[src/core/sbm_params.svh]
// constants of the serial bus master command sequencer
`ifndef SBM_PARAMS_SVH
`define SBM_PARAMS_SVH

// timing
`define SBM_CLK_NS        8
`define SBM_TICK_NS       1000
`define SBM_TICK_CYCLES   (`SBM_TICK_NS / `SBM_CLK_NS)
`define SBM_VPP_512_US    512
`define SBM_SPU_524_MS    524
`define SBM_DUR_REF_CODE  4
`define SBM_VPP_UNIT_US   (`SBM_VPP_512_US >> `SBM_DUR_REF_CODE)
`define SBM_SPU_UNIT_US   ((`SBM_SPU_524_MS * 1000) >> `SBM_DUR_REF_CODE)
`define SBM_DUR_INFINITE  3'h7

// command codes
`define SBM_CODE_DATA     8'he1
`define SBM_CODE_CMD      8'he3
`define SBM_CODE_TERM     8'hf1
`define SBM_CODE_READ     8'hff

// field positions
`define SBM_CFG_PARAM     6:4
`define SBM_CFG_VALUE     3:1
`define SBM_PULSE_VPP     4
`define SBM_PULSE_ARM     1
`define SBM_RST_PREFIX    6'h33

// configuration parameter selectors
`define SBM_PARAM_VPP     3'h2
`define SBM_PARAM_SPU     3'h3
`define SBM_PARAM_BAUD    3'h7

// reset values
`define SBM_VPP_DUR_RST   3'h4
`define SBM_SPU_DUR_RST   3'h4
`define SBM_BAUD_RST      3'h0

`endif

[src/core/sbm_pkg.sv]
// types of the serial bus master command sequencer
package sbm_pkg;

  typedef enum logic [3:0]
  {
    SBM_ST_IDLE  = 4'b0001,
    SBM_ST_BUS   = 4'b0010,
    SBM_ST_RST   = 4'b0100,
    SBM_ST_PULSE = 4'b1000
  } sbm_state_t;

  typedef struct packed
  {
    logic       rd;
    logic [7:0] data;
  } sbm_byte_req_t;

endpackage

[src/core/sbm_pulse_timer.sv]
// microsecond pulse timer for strong pullup and programming pulses
`timescale 1ns/100ps
`include "sbm_params.svh"

module sbm_pulse_timer #(
  parameter int unsigned TICK_CYCLES = `SBM_TICK_CYCLES
) (
  input  wire logic        sys_clk_i,
  input  wire logic        rst_i,
  input  wire logic        start_i,
  input  wire logic [21:0] len_us_i,
  input  wire logic        infinite_i,
  input  wire logic        stop_i,
  output logic             active_o,
  output logic             done_o
);

  logic [6:0]  div_q;
  logic [21:0] cnt_q;
  logic        inf_q;
  logic        tick;

  // =====================================
  // one microsecond enable
  assign tick = (div_q == 7'(TICK_CYCLES - 1));

  always_ff @(posedge sys_clk_i or posedge rst_i)
  begin
    if (rst_i)
      div_q <= 7'h00;
    else if (start_i || tick)
      div_q <= 7'h00;
    else
      div_q <= div_q + 7'h01;
  end

  // =====================================
  // duration count
  always_ff @(posedge sys_clk_i or posedge rst_i)
  begin
    if (rst_i)
    begin
      active_o <= 1'b0;
      done_o   <= 1'b0;
      cnt_q    <= 22'h000000;
      inf_q    <= 1'b0;
    end
    else
    begin
      done_o <= 1'b0;
      if (start_i)
      begin
        active_o <= 1'b1;
        cnt_q    <= len_us_i;
        inf_q    <= infinite_i;
      end
      else if (active_o && (stop_i || (!inf_q && tick && cnt_q <= 22'h000001)))
      begin
        active_o <= 1'b0;
        done_o   <= 1'b1;
      end
      else if (active_o && tick && !inf_q)
        cnt_q <= cnt_q - 22'h000001;
    end
  end

endmodule

[src/core/sbm_cmd_seq.sv]
// command and data mode interpreter of a serial single-wire bus master
// =====================================
// Summary of operation
// - code 29 stores 512us program pulse, answers 28
// - code 39 stores 524ms pullup, answers 38
// - ff in data mode reads bus byte back
// - armed data byte: data reply, later pulse reply
// - baud values 100 to 111 invert serial lines
// - termination in command mode ends pulse silently, then pulse reply
// - armed data mode: pullup after every byte
// - one host byte buffered during execution
`timescale 1ns/100ps
`include "sbm_params.svh"

module sbm_cmd_seq #(
  parameter int unsigned TICK_CYCLES = `SBM_TICK_CYCLES
) (
  input  wire logic                  sys_clk_i,
  input  wire logic                  rst_i,
  input  wire logic                  rx_valid_i,
  input  wire logic [7:0]            rx_data_i,
  output logic                       rx_ready_o,
  output logic                       tx_valid_o,
  output logic [7:0]                 tx_data_o,
  input  wire logic                  tx_ready_i,
  output sbm_pkg::sbm_byte_req_t     bus_req_o,
  output logic                       bus_req_valid_o,
  input  wire logic                  bus_done_i,
  input  wire logic [7:0]            bus_rd_data_i,
  output logic                       bus_rst_req_o,
  input  wire logic                  bus_rst_done_i,
  input  wire logic [1:0]            presence_i,
  output logic                       strong_pullup_o,
  output logic                       prog_pulse_o,
  output logic                       serial_invert_o,
  output logic [1:0]                 baud_sel_o,
  output logic                       data_mode_o
);

  sbm_pkg::sbm_state_t state_q;
  logic [7:0]  buf_q;
  logic        buf_v_q;
  logic        consume;
  logic        esc_q;
  logic        armed_q;
  logic        pulse_vpp_q;
  logic        pulse_end_q;
  logic [7:0]  pulse_code_q;
  logic [2:0]  vpp_dur_q;
  logic [2:0]  spu_dur_q;
  logic [2:0]  baud_q;
  logic        t_start;
  logic        t_vpp;
  logic [2:0]  t_code;
  logic [21:0] t_len;
  logic        t_stop;
  logic        t_active;
  logic        t_done;
  logic        can_take;
  logic        is_pulse;
  logic        is_rst;
  logic        is_cfg;

  // =====================================
  // one byte host buffer
  // host pacing is trusted; a byte sent while full is simply not taken
  assign rx_ready_o = !buf_v_q;

  always_ff @(posedge sys_clk_i or posedge rst_i)
  begin
    if (rst_i)
    begin
      buf_v_q <= 1'b0;
      buf_q   <= 8'h00;
    end
    else if (rx_valid_i && !buf_v_q)
    begin
      buf_v_q <= 1'b1;
      buf_q   <= rx_data_i;
    end
    else if (consume)
      buf_v_q <= 1'b0;
  end

  // =====================================
  // decode
  assign can_take = buf_v_q && (state_q == sbm_pkg::SBM_ST_IDLE) && !tx_valid_o;
  assign is_pulse = (buf_q[7:5] == 3'h7) && (buf_q[3:2] == 2'h3) && buf_q[0];
  assign is_rst   = (buf_q[7:4] == 4'hc) && (buf_q[1:0] == 2'h1);
  assign is_cfg   = buf_q[0] && !buf_q[7];
  assign t_stop   = (state_q == sbm_pkg::SBM_ST_PULSE) && buf_v_q && !data_mode_o
                    && (buf_q == `SBM_CODE_TERM);

  always_comb
  begin
    consume = 1'b0;
    if (t_stop)
      consume = 1'b1;
    else if (can_take)
      consume = !(data_mode_o && esc_q && buf_q != `SBM_CODE_CMD);
  end

  // =====================================
  // pulse timer
  always_comb
  begin
    t_start = 1'b0;
    t_vpp   = 1'b0;
    if (state_q == sbm_pkg::SBM_ST_BUS && bus_done_i && armed_q)
      t_start = 1'b1;
    else if (can_take && !data_mode_o && is_pulse)
    begin
      t_start = 1'b1;
      t_vpp   = buf_q[`SBM_PULSE_VPP];
    end
  end

  assign t_code = t_vpp ? vpp_dur_q : spu_dur_q;
  assign t_len  = t_vpp ? (22'(`SBM_VPP_UNIT_US) << t_code)
                        : (22'(`SBM_SPU_UNIT_US) << t_code);

  sbm_pulse_timer #(
    .TICK_CYCLES (TICK_CYCLES)
  ) u_timer (
    .sys_clk_i  (sys_clk_i),
    .rst_i      (rst_i),
    .start_i    (t_start),
    .len_us_i   (t_len),
    .infinite_i (t_code == `SBM_DUR_INFINITE),
    .stop_i     (t_stop),
    .active_o   (t_active),
    .done_o     (t_done)
  );

  assign strong_pullup_o = t_active && !pulse_vpp_q;
  assign prog_pulse_o    = t_active && pulse_vpp_q;
  assign serial_invert_o = baud_q[2];
  assign baud_sel_o      = baud_q[1:0];

  // =====================================
  // configuration store
  always_ff @(posedge sys_clk_i or posedge rst_i)
  begin
    if (rst_i)
    begin
      vpp_dur_q <= `SBM_VPP_DUR_RST;
      spu_dur_q <= `SBM_SPU_DUR_RST;
      baud_q    <= `SBM_BAUD_RST;
    end
    else if (can_take && !data_mode_o && is_cfg)
    begin
      case (buf_q[`SBM_CFG_PARAM])
        `SBM_PARAM_VPP:  vpp_dur_q <= buf_q[`SBM_CFG_VALUE];
        `SBM_PARAM_SPU:  spu_dur_q <= buf_q[`SBM_CFG_VALUE];
        `SBM_PARAM_BAUD: baud_q    <= buf_q[`SBM_CFG_VALUE];
        default:         baud_q    <= baud_q;
      endcase
    end
  end

  // =====================================
  // sequencer
  always_ff @(posedge sys_clk_i or posedge rst_i)
  begin
    if (rst_i)
    begin
      state_q         <= sbm_pkg::SBM_ST_IDLE;
      data_mode_o     <= 1'b0;
      esc_q           <= 1'b0;
      armed_q         <= 1'b0;
      pulse_vpp_q     <= 1'b0;
      pulse_end_q     <= 1'b0;
      pulse_code_q    <= 8'h00;
      bus_req_o       <= '0;
      bus_req_valid_o <= 1'b0;
      bus_rst_req_o   <= 1'b0;
      tx_valid_o      <= 1'b0;
      tx_data_o       <= 8'h00;
    end
    else
    begin
      if (tx_valid_o && tx_ready_i)
        tx_valid_o <= 1'b0;
      case (state_q)
        sbm_pkg::SBM_ST_IDLE:
        begin
          if (can_take && data_mode_o)
          begin
            if (esc_q)
            begin
              esc_q <= 1'b0;
              if (buf_q == `SBM_CODE_CMD)
              begin
                // doubled escape sends the escape value itself
                bus_req_o       <= '{rd: 1'b0, data: buf_q};
                bus_req_valid_o <= 1'b1;
                state_q         <= sbm_pkg::SBM_ST_BUS;
              end
              else
                data_mode_o <= 1'b0;
            end
            else if (buf_q == `SBM_CODE_CMD)
              esc_q <= 1'b1;
            else
            begin
              bus_req_o       <= '{rd: (buf_q == `SBM_CODE_READ), data: buf_q};
              bus_req_valid_o <= 1'b1;
              state_q         <= sbm_pkg::SBM_ST_BUS;
            end
          end
          else if (can_take)
          begin
            if (buf_q == `SBM_CODE_DATA)
              data_mode_o <= 1'b1;
            else if (is_rst)
            begin
              bus_rst_req_o <= 1'b1;
              state_q       <= sbm_pkg::SBM_ST_RST;
            end
            else if (is_pulse)
            begin
              armed_q      <= buf_q[`SBM_PULSE_ARM];
              pulse_vpp_q  <= buf_q[`SBM_PULSE_VPP];
              pulse_code_q <= buf_q & 8'hfe;
              state_q      <= sbm_pkg::SBM_ST_PULSE;
            end
            else if (is_cfg)
            begin
              tx_valid_o <= 1'b1;
              tx_data_o  <= buf_q & 8'hfe;
            end
          end
        end
        sbm_pkg::SBM_ST_BUS:
        begin
          if (bus_done_i)
          begin
            bus_req_valid_o <= 1'b0;
            tx_valid_o      <= 1'b1;
            tx_data_o       <= bus_rd_data_i;
            if (armed_q)
            begin
              // pullup starts with the data reply, no gap
              pulse_vpp_q  <= 1'b0;
              pulse_code_q <= 8'hee;
              state_q      <= sbm_pkg::SBM_ST_PULSE;
            end
            else
              state_q <= sbm_pkg::SBM_ST_IDLE;
          end
        end
        sbm_pkg::SBM_ST_RST:
        begin
          if (bus_rst_done_i)
          begin
            bus_rst_req_o <= 1'b0;
            tx_valid_o    <= 1'b1;
            tx_data_o     <= {`SBM_RST_PREFIX, presence_i};
            state_q       <= sbm_pkg::SBM_ST_IDLE;
          end
        end
        sbm_pkg::SBM_ST_PULSE:
        begin
          if (t_done)
            pulse_end_q <= 1'b1;
          // pulse reply waits until the data reply has left
          if ((t_done || pulse_end_q) && !tx_valid_o)
          begin
            pulse_end_q <= 1'b0;
            tx_valid_o  <= 1'b1;
            tx_data_o   <= pulse_code_q;
            state_q     <= sbm_pkg::SBM_ST_IDLE;
          end
        end
        default:
          state_q <= sbm_pkg::SBM_ST_IDLE;
      endcase
    end
  end

endmodule

[config.mk]
export PLATFORM = sky130hd
export DESIGN_NAME = sbm_cmd_seq
export DESIGN_NICKNAME = d
export VERILOG_FILES = /design/src/core/sbm_pkg.sv /design/src/core/sbm_pulse_timer.sv /design/src/core/sbm_cmd_seq.sv
export VERILOG_INCLUDE_DIRS = /design/src /design/src/core
export SDC_FILE = /design/constraint.sdc
export NUM_CORES = 1
export LEC_CHECK = 0
export BUFFER_PORTS_ARGS = -buffer_cell sky130_fd_sc_hd__buf_4
export CAP_MARGIN = 20
export CORE_MARGIN = 8
export CORE_UTILIZATION = 30
export CTS_BUF_LIST = sky130_fd_sc_hd__clkbuf_4
export CTS_CLUSTER_SIZE = 12
export DETAILED_ROUTE_END_ITERATION = 12
export GPL_ROUTABILITY_DRIVEN = 1
export HOLD_SLACK_MARGIN = 0.05
export PLACE_DENSITY = 0.45
export SYNTH_ARGS = -nofsm -noshare
export SYNTH_HDL_FRONTEND = slang
export SYNTH_SLANG_ARGS = --single-unit
[constraint.sdc]
create_clock -name sys_clk_i -period 3 [get_ports sys_clk_i]
set_input_delay 0.3 -clock sys_clk_i [delete_from_list [all_inputs] [get_ports sys_clk_i]]
set_output_delay 0.3 -clock sys_clk_i [all_outputs]
set_load 0.02 [all_outputs]
==> summary.md <==
| Metric | Value |
|---|---|
| Clock Tree Buf Depth | 2 |
| Hold slack | ~0.16 ns |
| Hold crit path type | in -> reg |
| Commonest non-fill, non-tap cell in the layout | dfrtp_1 |
| First-pass GRT wire length | 21300 um |
| Commonest non-fill, non-tap cells in the layout | dfrtp_1, buf_4, nand2_1, nor2_1 |
| Fin. Hold Viols | 0 |
| Fmax | about 370 MHz |
| Die Width | 140 um |
| Io pins | 51 |
| DRT iter0 DRCs | roughly 290 |
| RSZ-0062 raised after global routing | no |
| Wire length per cell | 17.6 um |
| DRC violation count after routing | 0 |
| CTS tree | yes |
| Fin crit share | 91.3% |
| Peak VDD IR | approximately 0.33 mV |
| RePlAce Congestion | approximately 0.86 |
| Final wirelength | between 10000 and 15000 um |
| Synthesized instance count | around 470 |
| Initial antenna violation count | 1 |
| Drt via density | 5.22 |
| Core Rows | between 40 and 50 |
| Netlist cell types | between 50 and 60 |
| Area of the multi-input gates | 2300 um2 |
| Sink Count | 85 |
| Status | complete, no violations |
| Layout filler cell count | between 1500 and 2000 |
| Area Overhead vs Synth | 21.0% |
| Drt first pass iters | 4 |
| Core ar. | about 15000 um2 |
| Final clock skew | about 0.012 ns |
| Vias in the first global route | a little under 4000 |
| CP max FO | 9 |
| DRT antenna net count | 0 |
| Share of cells above drive strength 1 | approximately a quarter |
| Flops & latches, synth | between 80 and 90 |
| Worst-margin pin slew | roughly 0.87 ns |
| Final core utilization | between 30% and 40% |
| HPWL after detailed placement | about 9400 um |
| Syn Std Cell Area | ~4600 um2 |
| Syn Nets | 500 |
| Worst-Skew Late Latency | ~0.46 ns |
| Fin crit period | ~2.7 ns |
| GRT Util Overall | 13.8% |
| Largest net degree at the start of global routing | 49 |
| Htree depth | 3 |
| CTS buffer count | 9 |
| Vias | 3837 |
| CTS Root Cell | clkbuf_4 |
| Primary FF master, synth | dfrtp_1 |
| GRT overflow | 0 |
| Critical path launch point type | flip-flop |
| CP required | 3.35 ns |
| Pwr Density | 811 nW/um2 |
| P_leak | ~2.4 nW |
| Register area share after synthesis | ~46% |
| Reg area | between 2000 and 2500 um2 |
| Max-slew violation count | 0 |
| Max-Cap Viols | 0 |
| CP arrival | 3.09 ns |
| Worst Setup Path Type | reg -> reg |
| Post-synth ARST share | 100% |
| Number of port buffers | 50 |
| Placed Cells | slightly above 700 |
| Syn. warnings | 0 |
| Die area | ~20000 um2 |
| Number of flops mapped to enable cells by yosys | 0 |
| Clock transition at the registers of the reported paths | between 0.1 and 0.15 ns |
| Headroom to the max-slew limit | a little over two fifths |
| Avg Cell Area, Syn | between 9 and 10 um2 |
| Sum Neg Setup Slack | 0 ns |
| Final setup vio count | 0 |
| Reg2reg setup slack | approximately 0.26 ns |
| Initial Util | approximately 31% |
| Die Ht | roughly 140 um |
| Worst setup EP type | flip-flop |
| Layout Nets | 570 |
| Post-Layout Cell Count | around 740 |
[routing by layer]
layer  GRT usage (%)  share of wire, %  vias to the layer above
met5               0                 0                        -
met3            2.70               3.9                       10
met2            20.8                46                       77
met4            6.11               1.4                        0
met1            18.6                49                     1883
li1                -                 -                     1867
[stage by stage]
| stage | setup slack, ns | instance area (um2) | total power (W) |
|---|---|---|---|
| after global placement | 0.317 | 5360 | 0.00395 |
| after global routing | 0.161 | 5570 | 0.00486 |
| final | 0.261 | 5570 | 0.00452 |
| after detailed placement | 0.285 | 5360 | 0.00397 |
| after floorplan | 0.292 | 4600 | 0.00316 |
| after CTS | 0.273 | 5570 | 0.00458 |
[flip-flops by register name, indices dropped and copies added, names as in the netlist, 3 cells and up]
register       flops
baud_q             3
tx_data_o          8
spu_dur_q          3
pulse_code_q       7
vpp_dur_q          3
u_timer.cnt_q     22
bus_req_o          9
u_timer.div_q      7
buf_q              8
state_q            4
[synthesized netlist by cell type, drive strengths merged, types with 3 or more instances]
master | n | share of area (%)
nor2b | 6 | 0.82
a311oi | 4 | 0.76
a211oi | 6 | 0.98
a32o | 3 | 0.65
nor2 | 27 | 2.2
nor3 | 21 | 2.5
nand2b | 7 | 0.95
nand3 | 18 | 2.0
a221oi | 5 | 0.95
nand4 | 11 | 1.5
mux2i | 5 | 1.1
xor2 | 19 | 3.6
nor4b | 5 | 1.1
or4b | 3 | 0.82
buf | 10 | 1.2
inv | 18 | 1.5
or4 | 5 | 0.82
dfrtp | 82 | 45
a31oi | 9 | 1.2
or3b | 3 | 0.57
nor3b | 5 | 0.82
xnor2 | 4 | 0.76
or3 | 7 | 0.95
a21oi | 25 | 2.7
clkbuf | 19 | 1.5
nand2 | 46 | 3.8
mux2 | 29 | 7.3
and3 | 6 | 0.82
o21ai | 21 | 2.3
a222oi | 3 | 0.65
nor4 | 8 | 1.2
dfstp | 3 | 1.7
ha | 5 | 1.4
[worst paths after layout]
kind / start / endpoint / cells after the start
max: state_q[0] / baud_q[1] / 6
min: bus_rst_done_i / bus_rst_req_o / 4
max in group asynchronous: rst_i / vpp_dur_q[2] / 4
max reg2reg: state_q[0] / baud_q[1] / 6
min reg2reg: pulse_code_q[5] / pulse_code_q[5] / 1
min in group asynchronous: rst_i / bus_req_o[1] / 3
[kinds of logic (layout without fill, tap and decap cells)]
family | after synthesis | count (layout) | synth area share (%)
AOI/OAI and AO/OA | 91 | 91 | 12.9
xor gates and xnor gates | 23 | 23 | 4.38
adders and majority gates | 5 | 5 | 1.36
buffers and inverters | 47 | 122 | 4.24
DFF | 85 | 85 | 46.3
muxes | 34 | 34 | 8.43
other | 0 | 1 | 0
and+or+nand+nor | 186 | 186 | 22.4
[report_power, final]
| group | switching (W) | total [W] | internal, W |
|---|---|---|---|
| Combinational | 0.00105 | 0.00195 | 0.000903 |
| Clock | 0.000411 | 0.000582 | 0.000170 |
| Sequential | 0.000433 | 0.00198 | 0.00155 |
| Total | 0.00189 | 0.00452 | 0.00262 |
[cell type report]
| cell class | count | area share, % |
|---|---|---|
| Sequential cell | 85 | 38.3 |
| Antenna cell | 1 | 0.0449 |
| Multi-Input combinational cell | 339 | 41.3 |
| Timing Repair Buffer | 88 | 13.0 |
| Clock buffer | 10 | 1.35 |
| Inverter | 18 | 1.24 |
| Clock inverter | 6 | 0.539 |
| Tap cell | 188 | 4.22 |
[critical path: stages (launching register included)]
cell	delay, ns
dfstp_2	0.66
or4b_4	0.51
a211o_1	0.35
nor3_4	0.15
nand2_2	0.09
or4b_4	0.57
mux2_4	0.32
[timing repair]
item                                   CTS  global route
gates resized for setup                  0             0
setup buffers                            0             0
hold buffers                            10             0
endpoints found under the hold margin   52             0
No activity file was read; power rests on OpenSTA's default activity.
